===== config.mk =====
export PLATFORM = sky130hd
export DESIGN_NAME = aesg_event_status
export DESIGN_NICKNAME = d
export VERILOG_FILES = /design/src/rtl/aesg_pkg.sv /design/src/rtl/aesg_flag_bit.sv /design/src/rtl/aesg_event_status.sv
export VERILOG_INCLUDE_DIRS = /design/src /design/src/rtl
export SDC_FILE = /design/constraint.sdc
export NUM_CORES = 1
export LEC_CHECK = 0
export ABC_CLOCK_PERIOD_IN_PS = 1300
export BUFFER_PORTS_ARGS = -buffer_cell sky130_fd_sc_hd__buf_2
export CELL_PAD_IN_SITES_DETAIL_PLACEMENT = 0
export CELL_PAD_IN_SITES_GLOBAL_PLACEMENT = 1
export CORE_MARGIN = 2
export CORE_UTILIZATION = 26
export DETAILED_ROUTE_END_ITERATION = 8
export PLACE_DENSITY = 0.86
export SETUP_SLACK_MARGIN = 0.1
export SYNTH_ARGS = -nofsm -noshare
export SYNTH_HDL_FRONTEND = slang
export SYNTH_HIERARCHICAL = 1
export SYNTH_SLANG_ARGS = --single-unit

===== constraint.sdc =====
create_clock -name clock -period 1.3 [get_ports clock]
set_input_delay 0.26 -clock clock [delete_from_list [all_inputs] [get_ports clock]]
set_output_delay 0.26 -clock clock [all_outputs]
set_load 0.1 [all_outputs]

===== src/rtl/aesg_cfg.svh =====
// Address map, field positions and reset values of the event-status group
`ifndef AESG_CFG_SVH
`define AESG_CFG_SVH
`define AESG_ADDR_W        13
`define AESG_OFF_ENMASK    13'h1058
`define AESG_OFF_RAW       13'h1060
`define AESG_OFF_MASKED    13'h1068
`define AESG_OFF_SWSET     13'h1070
`define AESG_OFF_CLR       13'h1078
`define AESG_OFF_IRQSTAT   13'h1080
`define AESG_OFF_IRQMASK   13'h1084
`define AESG_OFF_EXCLR     13'h1098
`define AESG_OFF_INDEX     13'h10a0
`define AESG_BIT_ABOVE     2
`define AESG_BIT_BELOW     3
`define AESG_BIT_INPUT     4
`define AESG_BIT_READY     8
`define AESG_LIVE_MASK     32'h0000011c
`define AESG_EVENT_MASK    32'h0000010c
`define AESG_WORD_RESET    32'h00000000
`define AESG_IDX_NONE      4'h0
`define AESG_IDX_READY     4'h9
`define AESG_IDX_BELOW     4'h4
`define AESG_IDX_ABOVE     4'h3
`define AESG_IDX_INPUT     4'h5
`define AESG_IRQ_W         3
`endif


===== src/rtl/aesg_pkg.sv =====
// Types shared by the event-status group
package aesg_pkg;
   typedef logic [31:0] aesg_word_t;
   typedef enum logic [2:0] {
      AESG_RD_IDLE = 3'h1,
      AESG_RD_LIVE = 3'h2,
      AESG_RD_DONE = 3'h4
   } aesg_rdstate_t;
endpackage


===== src/rtl/aesg_flag_bit.sv =====
// One sticky event flag: set wins over clear
`timescale 1ns/1ps
`include "aesg_cfg.svh"
module aesg_flag_bit (
   input  wire logic clock,
   input  wire logic rst_b,
   input  wire logic setEvent,
   input  wire logic clearEvent,
   output logic      flag
);
   logic flag_ff;
   logic nxt_flag;

   // Set wins so an event landing in the clearing cycle is kept
   always_comb begin
      nxt_flag = flag_ff;
      if (clearEvent) begin
         nxt_flag = 1'b0;
      end
      if (setEvent) begin
         nxt_flag = 1'b1;
      end
   end

   always_ff @(posedge clock or negedge rst_b) begin
      if (!rst_b) begin
         flag_ff <= 1'b0;
      end else begin
         flag_ff <= nxt_flag;
      end
   end

   assign flag = flag_ff;
endmodule


===== src/rtl/aesg_event_status.sv =====
// Event-status group: raw flags, mask, masked view, software set and clear
// Behaviour
// - masked status equals mask AND raw
// - software set write raises raw flag
// - forced event shows masked when enabled
// - clear write 1 clears bit 8 only, 0 ignored
// - bit 8 set on new slot-zero result
// - slot-zero read or clear drops bit 8
// - bit 3 set below low window limit
// - bit 2 set above high window limit
// - index read or extended clear drops 2,3
// - bit 4 masks input event flag view
// - masked, set, clear registers reset zero
// - mask exposes flag in index and masked
// - clear works even with mask bit zero
`timescale 1ns/1ps
`include "aesg_cfg.svh"
module aesg_event_status (
   input  wire logic                     clock,
   input  wire logic                     rst_b,
   input  wire logic [`AESG_ADDR_W-1:0]  regAddr,
   input  wire logic [31:0]              regWrData,
   input  wire logic                     regWrite,
   input  wire logic                     regRead,
   output logic [31:0]                   regRdData,
   input  wire logic                     resultLoaded,
   input  wire logic                     resultSlotZeroRead,
   input  wire logic                     belowWindow,
   input  wire logic                     aboveWindow,
   input  wire logic                     inputEvent,
   output logic [31:0]                   maskedStatus,
   output logic [31:0]                   rawStatus,
   output logic [3:0]                    pendingIndex,
   output logic                          irq
);
   localparam int NumFlags = 4;
   localparam int FlagPos [NumFlags] = '{`AESG_BIT_ABOVE, `AESG_BIT_BELOW,
                                         `AESG_BIT_INPUT, `AESG_BIT_READY};

   aesg_pkg::aesg_word_t enableMask_ff;
   aesg_pkg::aesg_word_t rawWord;
   aesg_pkg::aesg_word_t maskedWord;
   aesg_pkg::aesg_word_t setWord;
   aesg_pkg::aesg_word_t clrWord;
   aesg_pkg::aesg_word_t hwSet;
   aesg_pkg::aesg_word_t hwClr;
   aesg_pkg::aesg_word_t rdData_ff;
   aesg_pkg::aesg_word_t nxt_rdData;
   logic [`AESG_IRQ_W-1:0] irqStat_ff;
   logic [`AESG_IRQ_W-1:0] irqMask_ff;
   logic [`AESG_IRQ_W-1:0] irqEvent;
   logic [3:0]             index;
   logic                   wrSet;
   logic                   wrClr;
   logic                   wrExClr;
   logic                   rdIndex;
   logic                   rdIrqStat;
   aesg_pkg::aesg_rdstate_t rdState_ff;
   aesg_pkg::aesg_rdstate_t nxt_rdState;
   logic [NumFlags-1:0]    flagOut;

   // Register strobes decoded once
   assign wrSet     = regWrite && (regAddr == `AESG_OFF_SWSET);
   assign wrClr     = regWrite && (regAddr == `AESG_OFF_CLR);
   assign wrExClr   = regWrite && (regAddr == `AESG_OFF_EXCLR);
   assign rdIndex   = regRead && (regAddr == `AESG_OFF_INDEX);
   assign rdIrqStat = regRead && (regAddr == `AESG_OFF_IRQSTAT);

   // Set and clear registers are write-only pulses; they read back as zero
   // Every live bit, the input event included, can be forced for diagnostics
   assign setWord = wrSet ? (regWrData & `AESG_LIVE_MASK)
                          : `AESG_WORD_RESET;
   assign clrWord = wrClr ? (regWrData & `AESG_EVENT_MASK) : `AESG_WORD_RESET;

   // Hardware event sources mapped onto their bit positions
   always_comb begin
      hwSet = `AESG_WORD_RESET;
      hwClr = `AESG_WORD_RESET;
      hwSet[`AESG_BIT_READY] = resultLoaded;
      hwSet[`AESG_BIT_BELOW] = belowWindow;
      hwSet[`AESG_BIT_ABOVE] = aboveWindow;
      hwSet[`AESG_BIT_INPUT] = inputEvent;
      // Slot-zero read and clear-register write both drop the ready flag
      hwClr[`AESG_BIT_READY] = resultSlotZeroRead || clrWord[`AESG_BIT_READY];
      // Window flags clear on index read or extended clear, not on the plain clear
      hwClr[`AESG_BIT_BELOW] = rdIndex || (wrExClr && regWrData[`AESG_BIT_BELOW]);
      hwClr[`AESG_BIT_ABOVE] = rdIndex || (wrExClr && regWrData[`AESG_BIT_ABOVE]);
      hwClr[`AESG_BIT_INPUT] = wrExClr && regWrData[`AESG_BIT_INPUT];
   end

   // One sticky flag per live bit; clears ignore the mask entirely
   always_comb begin
      rawWord = `AESG_WORD_RESET;
      for (int i = 0; i < NumFlags; i++) begin
         rawWord[FlagPos[i]] = flagOut[i];
      end
   end

   generate
      for (genvar g = 0; g < NumFlags; g++) begin : gFlag
         aesg_flag_bit uFlag (
            .clock      (clock),
            .rst_b      (rst_b),
            .setEvent   (hwSet[FlagPos[g]] || setWord[FlagPos[g]]),
            .clearEvent (hwClr[FlagPos[g]] || (g != NumFlags - 1 && g < 2 ?
                                               1'b0 : clrWord[FlagPos[g]])),
            .flag       (flagOut[g])
         );
      end
   endgenerate

   // Enable mask, reserved bits forced to zero
   always_ff @(posedge clock or negedge rst_b) begin
      if (!rst_b) begin
         enableMask_ff <= `AESG_WORD_RESET;
      end else if (regWrite && (regAddr == `AESG_OFF_ENMASK)) begin
         enableMask_ff <= regWrData & `AESG_LIVE_MASK;
      end
   end

   // Masked view is combinational so a forced event shows the same cycle as raw
   assign maskedWord = enableMask_ff & rawWord;

   // Pending index: highest-priority unmasked flag, zero when none
   always_comb begin
      index = `AESG_IDX_NONE;
      if (maskedWord[`AESG_BIT_INPUT]) begin
         index = `AESG_IDX_INPUT;
      end
      if (maskedWord[`AESG_BIT_ABOVE]) begin
         index = `AESG_IDX_ABOVE;
      end
      if (maskedWord[`AESG_BIT_BELOW]) begin
         index = `AESG_IDX_BELOW;
      end
      if (maskedWord[`AESG_BIT_READY]) begin
         index = `AESG_IDX_READY;
      end
   end

   // Interrupt status: ready, below, above events; a read of it clears it
   assign irqEvent = {hwSet[`AESG_BIT_READY] | setWord[`AESG_BIT_READY],
                      hwSet[`AESG_BIT_BELOW] | setWord[`AESG_BIT_BELOW],
                      hwSet[`AESG_BIT_ABOVE] | setWord[`AESG_BIT_ABOVE]};

   always_ff @(posedge clock or negedge rst_b) begin
      if (!rst_b) begin
         irqStat_ff <= '0;
      end else begin
         // New events win over the read clear
         irqStat_ff <= (rdIrqStat ? '0 : irqStat_ff) | irqEvent;
      end
   end

   always_ff @(posedge clock or negedge rst_b) begin
      if (!rst_b) begin
         irqMask_ff <= '0;
      end else if (regWrite && (regAddr == `AESG_OFF_IRQMASK)) begin
         irqMask_ff <= regWrData[`AESG_IRQ_W-1:0];
      end
   end

   // Read-data tracker, mostly for visibility of read timing
   always_comb begin
      case (rdState_ff)
         aesg_pkg::AESG_RD_IDLE: nxt_rdState = regRead ? aesg_pkg::AESG_RD_LIVE
                                                        : aesg_pkg::AESG_RD_IDLE;
         aesg_pkg::AESG_RD_LIVE: nxt_rdState = regRead ? aesg_pkg::AESG_RD_LIVE
                                                        : aesg_pkg::AESG_RD_DONE;
         aesg_pkg::AESG_RD_DONE: nxt_rdState = regRead ? aesg_pkg::AESG_RD_LIVE
                                                        : aesg_pkg::AESG_RD_IDLE;
         default:                nxt_rdState = aesg_pkg::AESG_RD_IDLE;
      endcase
   end

   always_ff @(posedge clock or negedge rst_b) begin
      if (!rst_b) begin
         rdState_ff <= aesg_pkg::AESG_RD_IDLE;
      end else begin
         rdState_ff <= nxt_rdState;
      end
   end

   // Read mux; unmapped addresses and write-only registers return zero
   always_comb begin
      nxt_rdData = `AESG_WORD_RESET;
      if (regRead) begin
         case (regAddr)
            `AESG_OFF_ENMASK:  nxt_rdData = enableMask_ff;
            `AESG_OFF_RAW:     nxt_rdData = rawWord;
            `AESG_OFF_MASKED:  nxt_rdData = maskedWord;
            `AESG_OFF_INDEX:   nxt_rdData = {28'h0000000, index};
            `AESG_OFF_IRQSTAT: nxt_rdData = {29'h00000000, irqStat_ff};
            `AESG_OFF_IRQMASK: nxt_rdData = {29'h00000000, irqMask_ff};
            default:           nxt_rdData = `AESG_WORD_RESET;
         endcase
      end
   end

   // Read data stands only in the cycle after the strobe
   always_ff @(posedge clock or negedge rst_b) begin
      if (!rst_b) begin
         rdData_ff <= `AESG_WORD_RESET;
      end else begin
         rdData_ff <= nxt_rdData;
      end
   end

   assign regRdData    = rdData_ff;
   assign maskedStatus = maskedWord;
   assign rawStatus    = rawWord;
   assign pendingIndex = index;
   // Level interrupt while any unmasked interrupt-status bit (ready, below, above) is set
   assign irq          = |(irqStat_ff & irqMask_ff);
endmodule


==> results of run 1 <==
==> per-stage QoR <==
step | instance area (µm²) | util | power, mW | hold slack [ps] | std cells
floorplan | 2342 | - | 1.953 | -35.59 | 294
global placement | 2561 | 0.3729 | 1.898 | 229.9 | 385
detailed placement | 2561 | 0.3729 | 1.904 | 238.8 | 385
CTS | 2825 | 0.4113 | 2.360 | 227.4 | 394
global route | 2983 | 0.4342 | 2.461 | 237.8 | 401
finish | 2983 | 0.4342 | 2.400 | 219.3 | 401
==> cells in the mapped netlist (all sizes together), types with 4 or more instances <==
cell type  count
nor3b          5
a21o           8
dfrtp         20
nor2           8
nor4           4
mux2           8
buf           86
a31oi          5
nand2          7
and2           4
a21oi          8
inv           13
nand4          4
==> worst max-delay path, cell delays in order, from the launching register on <==
cell	delay, ps
dfrtp_4	540
nand2_4	120
a21oi_4	70
nor2_4	150
buf_12	190
==> cells by family after synthesis <==
group | share of synthesized area
muxes | 0.05355
buffers and inverters | 0.3695
other | 0.002006
DFF | 0.2677
and+or+nand+nor | 0.1700
AOI/OAI and AO/OA | 0.1372
==> final cells by class <==
class,instances,area (µm²)
fillers,655,3886
multi-input cells,174,1275
repair buffers,94,973.4
flip-flops and latches,20,516.7
well taps,96,120.1
inverters,13,52.55
clock buffers,4,45.04
==> power groups by stage <==
| stage | Combinational (mW) | Sequential [mW] | Clock [mW] |
|---|---|---|---|
| after floorplan | 1.30 | 0.657 | 0 |
| after global placement | 1.26 | 0.640 | 0 |
| after detailed placement | 1.26 | 0.640 | 0 |
| after CTS | 1.30 | 0.627 | 0.437 |
| after global routing | 1.37 | 0.627 | 0.462 |
| final | 1.34 | 0.627 | 0.435 |
==> state kept, by name, summed over array words and instances (netlist names) <==
signal,cells
enableMask_ff,4
gFlag.uFlag/flag,4
irqMask_ff,3
irqStat_ff,3
regRdData,6
==> worst paths after layout <==
check / end / startpoint / slack [ps] / cells past startpoint
min in group asynchronous: regRdData[0]$_DFF_PN0_ / rst_b / 500 / 2
hold / removal: irqStat_ff[1]$_DFF_PN0_ / belowWindow / 220 / 2
hold reg to reg: enableMask_ff[4]$_DFFE_PN0P_ / enableMask_ff[4]$_DFFE_PN0P_ / 560 / 1
max in group asynchronous: gFlag[1].uFlag/flag$_DFFE_PN0P_ / rst_b / 440 / 2
setup / recovery: pendingIndex[2] / gFlag[0].uFlag/flag$_DFFE_PN0P_ / -290 / 4
setup reg to reg: regRdData[2]$_DFF_PN0_ / gFlag[0].uFlag/flag$_DFFE_PN0P_ / -80 / 5
==> layer usage <==
layer | share of wire | up-vias | track usage
li1 | - | 746 | -
met1 | 0.35 | 772 | 0.1307
met2 | 0.55 | 92 | 0.2354
met3 | 0.078 | 13 | 0.02519
met4 | 0.027 | 0 | 0.02755
met5 | 0 | - | 0
==> timing repair <==
action                                  in CTS  in global routing
resized for setup                           40                 30
endpoints found under the setup margin      33                 33
setup buffers                                6                 10
pin swaps                                   16                 19
hold buffers                                 1                  0
hold endpoints to repair                    20                  0
==> reports/metrics.csv, run 1 <==
metric,value,unit
first_pass_iters,4,
cap_violations,0,
start_util,0.2721,
hp-class,in2reg,
finalWirelength,5155,µm
synthTopCellsByArea,"buf_4 33%, dfrtp_1 27%, mux2_2 4.8%",
fin_crit,1593,ps
globalplace.congestion,0.9024,
fp-row-count,30,
required,1040,ps
die_w,88.79,µm
grt_overflow,0,
intPower,988.2,µW
setup_tns,-3038,ps
yosysUniqueCellTypes,39,
clkPwrFrac,0.181,
worstPathArrival,1330,ps
ir_drop,0.3951,mV
end_kind,primary output,
seq_area_frac_synth,0.2677,
layout_common_cells,"82 x conb_1, 35 x buf_4, 19 x buf_2, 19 x buf_12, 18 x buf_6",
critPathKind,reg2out,
power.leakage,1.450,nW
layout_commonest_cell,conb_1,
cts_made_buffers,3,
synth_top_area_cell,buf_4,
insertion_delay,260,ps
port_buffers,46,
fin_nets,360,
crit_fanout,5,
pwr_density_cell,804.8,mW/mm²
pwr-share-seq,0.261,
core-area,0.006869,mm²
avgSynthCellArea,8.776,µm²
grtUsageTotal,0.1204,
drive_above_1_share,0.5148,
grt_max_degree,21,
cts.sinks,20,
postRouteAntennaNets,0,
rsz0062_at_grt,yes,
syn_area,0.001869,mm²
fin_ws,-292.6,ps
synth_ff_type,dfrtp_1,
synth-edff-count,0,
pre_cts_ws,-310.6,ps
die_h,88.79,µm
status,finished with violations,
routedWlPerCell,12.86,µm
clk_path_buf_depth,2,
vias_per_cell,4.047,
syn_inst,213,
antenna_found_initial,0,
drc_errors,0,
vias,1623,
drt-initial-drc-count,97,
fin_crit_sh,1.225,
max_freq,627.9,MHz
path_clk_slew,80,ps
hold_viol,0,
dieArea,0.007884,mm²
netSwitchingPower,1.412,mW
htree_num_levels,1,
violations,setup timing,
synthToLayoutAreaGrowth,59.57,%
yosysTopAreaCellShare,0.3333,
synth_seq_cells,20,
ys.warnings.count,6,
p_sw_frac,0.5883,
dpl.hpwl,3813,µm
grt_pass1_wl,7389,µm
async_flop_share,1.000,
ios,155,
finalSetupViolations,26,
clock-skew-final,2.759,ps
n_antenna_cell,0,
p_comb_frac,0.557,
grt_pass1_vias,1521,
root_buffer,clkbuf_8,
startpoint_type,register,
slew_violations,0,
cts_tree,built,
Power figures use the tool's default switching activity.
==> inputs of run 2 (changes only) <==
--- a/config.mk
+++ b/config.mk
@@ -6,14 +6,15 @@
 export SDC_FILE = /design/constraint.sdc
 export NUM_CORES = 1
 export LEC_CHECK = 0
+export ABC_AREA = 1
 export ABC_CLOCK_PERIOD_IN_PS = 1300
 export BUFFER_PORTS_ARGS = -buffer_cell sky130_fd_sc_hd__buf_2
 export CELL_PAD_IN_SITES_DETAIL_PLACEMENT = 0
 export CELL_PAD_IN_SITES_GLOBAL_PLACEMENT = 1
 export CORE_MARGIN = 2
-export CORE_UTILIZATION = 26
+export CORE_UTILIZATION = 25
 export DETAILED_ROUTE_END_ITERATION = 8
-export PLACE_DENSITY = 0.86
+export PLACE_DENSITY = 0.85
 export SETUP_SLACK_MARGIN = 0.1
 export SYNTH_ARGS = -nofsm -noshare
 export SYNTH_HDL_FRONTEND = slang
==> constraint.sdc (replaced) <==
create_clock -name clock -period 1.3 [get_ports clock]
set_input_delay 0.065 -clock clock [delete_from_list [all_inputs] [get_ports clock]]
set_output_delay 0.065 -clock clock [all_outputs]
set_load 0.1 [all_outputs]
==> run 2 against run 1 <==
Net effect:
- largest cell class unchanged
- flip-flop and latch count is the same
- clock skew grew 0.58 ps
- the run still ends with setup timing left
- synthesized cell count increased by 32%
- synthesized area increased by 4.0%
- sequential power about the same
- critical endpoint is now pendingIndex[1]
- die area up 7.8%
- non-clock buffer count down 23
- critical path type unchanged
- combinational power fell by 9.7%
- global-route usage decreased by 2.1 points
- setup slack better by 110 ps
==> reports/metrics.csv, run 2 <==
metric,value,unit,change
start_util,0.2543,,was 0.2721
grt_pass1_wl,6713,µm,was 7389 µm
globalplace.congestion,0.8288,,was 0.9024
antenna_found_initial,0,,unchanged
synth_seq_cells,20,,unchanged
dp.cells,443,,was 385
yosysUniqueCellTypes,24,,was 39
ys.warnings.count,6,,unchanged
synth_ff_type,dfrtp_1,,unchanged
syn_area,0.001944,mm²,was 0.001869 mm²
synthToLayoutAreaGrowth,32.56,%,was 59.57%
status,finished with violations,,unchanged
yosysTopAreaCellShare,0.3205,,was 0.3333
cts_tree,built,,unchanged
max_freq,672.8,MHz,was 627.9 MHz
insertion_delay,260,ps,about the same
vias,1656,,was 1623
fin_crit_sh,1.143,,was 1.225
pre_cts_ws,-50.32,ps,was -310.6 ps
required,1240,ps,was 1040 ps
grtUsageTotal,0.09967,,was 0.1204
fp-row-count,32,,was 30
crit_fanout,3,,was 5
vias_per_cell,3.632,,was 4.047
drt-initial-drc-count,77,,was 97
fin_nets,409,,was 360
largest_register_ffs,6,,unchanged
rsz0062_at_grt,yes,,unchanged
ios,155,,unchanged
layout_commonest_cell,conb_1,,unchanged
routedWlPerCell,9.647,µm,was 12.86 µm
ir_drop,0.6310,mV,was 0.3951 mV
cts.sinks,20,,unchanged
synth-edff-count,0,,unchanged
clk_path_buf_depth,2,,unchanged
power.leakage,1.410,nW,was 1.450 nW
finalSetupViolations,11,,was 26
layout_common_cells,"82 x conb_1, 48 x nand2_1, 33 x buf_2",,"was 82 x conb_1, 35 x buf_4, 19 x buf_2, 19 x buf_12, 18 x buf_6"
seq_area_frac_synth,0.2574,,was 0.2677
violations,setup timing,,unchanged
dieArea,0.008499,mm²,was 0.007884 mm²
worstPathArrival,1420,ps,was 1330 ps
cap_violations,0,,unchanged
synth_top_area_cell,buf_4,,unchanged
startpoint_type,register,,unchanged
clock-skew-final,3.341,ps,was 2.759 ps
fin_cells,456,,was 401
first_pass_iters,4,,unchanged
critPathKind,reg2out,,unchanged
root_buffer,clkbuf_8,,unchanged
grt_pass1_vias,1504,,was 1521
path_clk_slew,80,ps,about the same
hp-class,in2reg,,unchanged
end_kind,primary output,,unchanged
worst_hold_slack,30.09,ps,was 219.3 ps
cts_made_buffers,3,,unchanged
synth_common_cells,"83 x buf_4, 59 x nand2_1, 36 x inv_1, 20 x dfrtp_1, 20 x nor2_1",,"was 83 x buf_4, 20 x dfrtp_1, 13 x inv_1"
die_h,92.19,µm,was 88.79 µm
async_flop_share,1.000,,unchanged
hold_viol,0,,unchanged
fin_ws,-186.3,ps,was -292.6 ps
htree_num_levels,1,,unchanged
port_buffers,46,,unchanged
synthTopCellsByArea,"buf_4 32%, dfrtp_1 26%, nand2_1 11%",,"was buf_4 33%, dfrtp_1 27%, mux2_2 4.8%"
pwr_density_cell,956.4,mW/mm²,was 804.8 mW/mm²
yosysMostFrequentCell,buf_4,,unchanged
grt_max_degree,21,,unchanged
grt_overflow,0,,unchanged
dpl.hpwl,3626,µm,was 3813 µm
slew_violations,0,,unchanged
postRouteAntennaNets,0,,unchanged
syn_inst,282,,was 213
core-area,0.007647,mm²,was 0.006869 mm²
avgSynthCellArea,6.895,µm²,was 8.776 µm²
die_w,92.19,µm,was 88.79 µm
finalWirelength,4399,µm,was 5155 µm
fin_crit,1486,ps,was 1593 ps
fillCellCount,836,,was 655
n_antenna_cell,0,,unchanged
drive_above_1_share,0.3616,,was 0.5148
drc_errors,0,,unchanged
run 2: area by class of cell:
type                    count  area, µm²  area share
clock inverters             1      30.03     0.01165
inverters                  41      168.9     0.06553
well taps                 102      127.6     0.04951
flip-flops and latches     20      515.5      0.2000
repair buffers             71      636.9      0.2471
multi-input cells         218       1057      0.4102
clock buffers               3      41.29     0.01602
run 2: path summary, 6_finish.rpt:
path                                            startpoint                         endpoint  slack, ps  cells after the start
setup / recovery           gFlag[3].uFlag/flag$_DFFE_PN0P_                  pendingIndex[1]       -190                      4
setup reg to reg           gFlag[3].uFlag/flag$_DFFE_PN0P_           regRdData[1]$_DFF_PN0_        -80                      8
max in group asynchronous                            rst_b  gFlag[2].uFlag/flag$_DFFE_PN0P_        650                      2
min in group asynchronous                            rst_b  gFlag[3].uFlag/flag$_DFFE_PN0P_        280                      2
hold / removal                                regWrData[0]        irqMask_ff[0]$_DFFE_PN0P_         30                      3
hold reg to reg                  irqMask_ff[0]$_DFFE_PN0P_        irqMask_ff[0]$_DFFE_PN0P_        510                      2
run 2: logic make-up after synthesis:
kind of cell / count (synthesis) / synth area share
AOI/OAI and AO/OA: 22 / 0.06821
buffers and inverters: 125 / 0.4054
DFF: 20 / 0.2574
other: 1 / 0.001929
and+or+nand+nor: 114 / 0.2670
run 2: worst max-delay path: stages, from the launching register on:
cell        delay [ps]
dfrtp_4            490
nand2_4             90
clkinvlp_4         140
nor3_4             230
buf_12             200
run 2: power breakdown:
group / total (mW) / switching [mW] / internal (mW) / leakage [nW]
logic: 1.21 / 1.14 / 0.0717 / 1.13
clock network: 0.624 / 0.213 / 0.411 / 0.0357
registers: 0.628 / 0.00250 / 0.625 / 0.245
total: 2.47 / 1.36 / 1.11 / 1.41
run 2: layer usage:
layer / share of wire / up-vias / GRT usage
met2: 0.56 / 70 / 0.1906
met1: 0.36 / 741 / 0.1111
met3: 0.071 / 5 / 0.02794
met4: 0.0070 / 0 / 0.01493
met5: 0 / - / 0
li1: - / 840 / -
run 2: repair_timing:
item,CTS,global route
hold buffers,1,0
setup endpoints to repair,11,12
buffers inserted,3,6
gates cloned,0,0
endpoints found under the hold margin,20,0
gates resized for setup,15,9
pin swaps,4,7
run 2: metrics by stage:
step / area [µm²] / utilization / power [mW] / TNS, ps
final: 2577 / 0.3370 / 2.465 / -1148
after global routing: 2577 / 0.3370 / 2.547 / -1817
after CTS: 2515 / 0.3289 / 2.469 / -1025
after detailed placement: 2362 / 0.3089 / 1.846 / -77.82
after global placement: 2362 / 0.3089 / 1.843 / -73.24
after floorplan: 2338 / - / 1.945 / -6141
==> inputs of run 3 (changes only) <==
--- a/config.mk
+++ b/config.mk
@@ -15,7 +15,7 @@
 export CORE_UTILIZATION = 25
 export DETAILED_ROUTE_END_ITERATION = 8
 export PLACE_DENSITY = 0.85
-export SETUP_SLACK_MARGIN = 0.1
+export SETUP_SLACK_MARGIN = 0.05
 export SYNTH_ARGS = -nofsm -noshare
 export SYNTH_HDL_FRONTEND = slang
 export SYNTH_HIERARCHICAL = 1
==> run 3 against run 2 <==
Net effect:
- clock power about the same
- register-to-register slack improved by 20 ps
- flip-flop and latch count is the same
- the flow still finishes with violations (setup timing)
- clock-buffer cell count stayed put
- critical path depth is the same
- global-route usage fell by 0.19 points
- highest routed layer unchanged
==> reports/metrics.csv, run 3 (synthesis gave the netlist of run 2 again) <==
metric,value,unit,change
dieArea,0.008499,mm²,unchanged
antenna_found_initial,0,,unchanged
pwr-share-seq,0.255,,about the same
insertion_delay,270,ps,was 260 ps
setup_tns,-820.6,ps,was -1148 ps
cts_made_buffers,3,,unchanged
clk_path_buf_depth,2,,unchanged
start_util,0.2543,,unchanged
cap_violations,0,,unchanged
post-route-util,0.3297,,was 0.3370
status,finished with violations,,unchanged
critPathKind,reg2out,,unchanged
grt_overflow,0,,unchanged
grtUsageTotal,0.09779,,was 0.09967
fillCellCount,819,,was 836
required,1240,ps,about the same
fp-row-count,32,,unchanged
ir_drop,0.3548,mV,was 0.6310 mV
drt-initial-drc-count,52,,was 77
startpoint_type,register,,unchanged
grt_max_degree,21,,unchanged
ios,155,,unchanged
critical_path.max_stage_delay,490,ps,about the same
n_antenna_cell,0,,unchanged
violations,setup timing,,unchanged
core-area,0.007647,mm²,unchanged
max_freq,669.4,MHz,was 672.8 MHz
p_comb_frac,0.492,,about the same
drc_errors,0,,unchanged
path_clk_slew,80,ps,about the same
vias_per_cell,3.610,,was 3.632
globalplace.congestion,0.8493,,was 0.8288
intPower,1.110,mW,was 1.109 mW
crit_fanout,3,,unchanged
vias,1628,,was 1656
rsz0062_at_grt,yes,,unchanged
clock-skew-final,5.794,ps,was 3.341 ps
hold_viol,0,,unchanged
grt_pass1_vias,1432,,was 1504
finalWirelength,4232,µm,was 4399 µm
drive_above_1_share,0.3467,,was 0.3616
grt_pass1_wl,6672,µm,was 6713 µm
end_kind,primary output,,unchanged
first_pass_iters,4,,unchanged
synthToLayoutAreaGrowth,29.67,%,was 32.56%
path_cells,"nand2_4, clkinvlp_4, nor3_4, buf_12",,unchanged
hp-class,in2reg,,unchanged
clkPwrFrac,0.253,,about the same
pwr_density_cell,977.7,mW/mm²,was 956.4 mW/mm²
root_buffer,clkbuf_8,,unchanged
fin_crit_sh,1.149,,was 1.143
routedWlPerCell,9.384,µm,was 9.647 µm
fin_ws,-193.9,ps,was -186.3 ps
slew_violations,0,,unchanged
die_w,92.19,µm,unchanged
dpl.hpwl,3566,µm,was 3626 µm
crit_slowest_cell,dfrtp_4,,unchanged
power.leakage,1.353,nW,was 1.410 nW
cts.sinks,20,,unchanged
finalSetupViolations,9,,was 11
fin_nets,404,,was 409
p_sw_frac,0.5499,,was 0.5503
worstPathArrival,1430,ps,was 1420 ps
htree_num_levels,1,,unchanged
cts_tree,built,,unchanged
netSwitchingPower,1.355,mW,was 1.357 mW
fin_crit,1494,ps,was 1486 ps
postRouteAntennaNets,0,,unchanged
die_h,92.19,µm,unchanged
largest_register_ffs,6,,unchanged
layout_common_cells,"82 x conb_1, 49 x nand2_1, 33 x buf_2",,"was 82 x conb_1, 48 x nand2_1, 33 x buf_2"
port_buffers,46,,unchanged
layout_commonest_cell,conb_1,,unchanged
==> run 3: metrics by stage <==
step / area, µm² / hold WS [ps] / power (mW) / cells / setup slack, ps
after floorplan: 2328 / -230.6 / 1.945 / 363 / -1243
after global placement: 2335 / 33.11 / 1.844 / 441 / -66.39
after detailed placement: 2335 / 42.65 / 1.848 / 441 / -84.66
after CTS: 2486 / 40.82 / 2.472 / 449 / -214.2
after global routing: 2521 / 54.87 / 2.545 / 451 / -257.2
final: 2521 / 38.17 / 2.465 / 451 / -193.9
==> run 3: routing by layer <==
metal	GRT usage	wire length, µm
met5	0	0
met4	0.01119	40
met3	0.02712	304
met2	0.1826	2225
met1	0.1142	1662
==> run 3: cell type report <==
| class | instances | area (µm²) | share of cell area |
|---|---|---|---|
| Inverter | 41 | 168.9 | 0.06700 |
| Clock buffer | 3 | 41.29 | 0.01638 |
| Multi-Input combinational cell | 218 | 1045 | 0.4144 |
| Clock inverter | 1 | 30.03 | 0.01191 |
| Sequential cell | 20 | 515.5 | 0.2045 |
| Timing Repair Buffer | 66 | 593.1 | 0.2352 |
| Tap cell | 102 | 127.6 | 0.05062 |
==> run 3: path summary, 6_finish.rpt <==
check / startpoint / end / slack [ps] / cells after the start
worst max-delay path: gFlag[3].uFlag/flag$_DFFE_PN0P_ / pendingIndex[1] / -190 / 4
worst min register to register: irqMask_ff[0]$_DFFE_PN0P_ / irqMask_ff[0]$_DFFE_PN0P_ / 510 / 2
max in group asynchronous: rst_b / gFlag[2].uFlag/flag$_DFFE_PN0P_ / 680 / 2
min in group asynchronous: rst_b / enableMask_ff[3]$_DFFE_PN0P_ / 270 / 2
worst max register to register: gFlag[3].uFlag/flag$_DFFE_PN0P_ / regRdData[1]$_DFF_PN0_ / -60 / 8
worst min-delay path: regRead / regRdData[1]$_DFF_PN0_ / 40 / 3
==> run 3: repair_timing <==
item | CTS | global route
setup endpoints to repair | 12 | 11
pin swaps | 9 | 7
buffers inserted | 4 | 3
hold buffers | 1 | 0
resized for setup | 14 | 8
endpoints found under the hold margin | 20 | 0
==> run 3: critical path: cells and delay by family, from the launching register on <==
| family | cells | cell delay [ps] |
|---|---|---|
| flops | 1 | 490 |
| buf+inv | 2 | 350 |
| simple gates | 2 | 330 |
==> run 3: power by group through the flow <==
| stage | registers (mW) | logic [mW] | clock network (mW) |
|---|---|---|---|
| after CTS | 0.628 | 1.21 | 0.634 |
| after global placement | 0.641 | 1.20 | 0 |
| after floorplan | 0.658 | 1.29 | 0 |
| final | 0.628 | 1.21 | 0.624 |
| after detailed placement | 0.641 | 1.21 | 0 |
| after global routing | 0.629 | 1.25 | 0.670 |
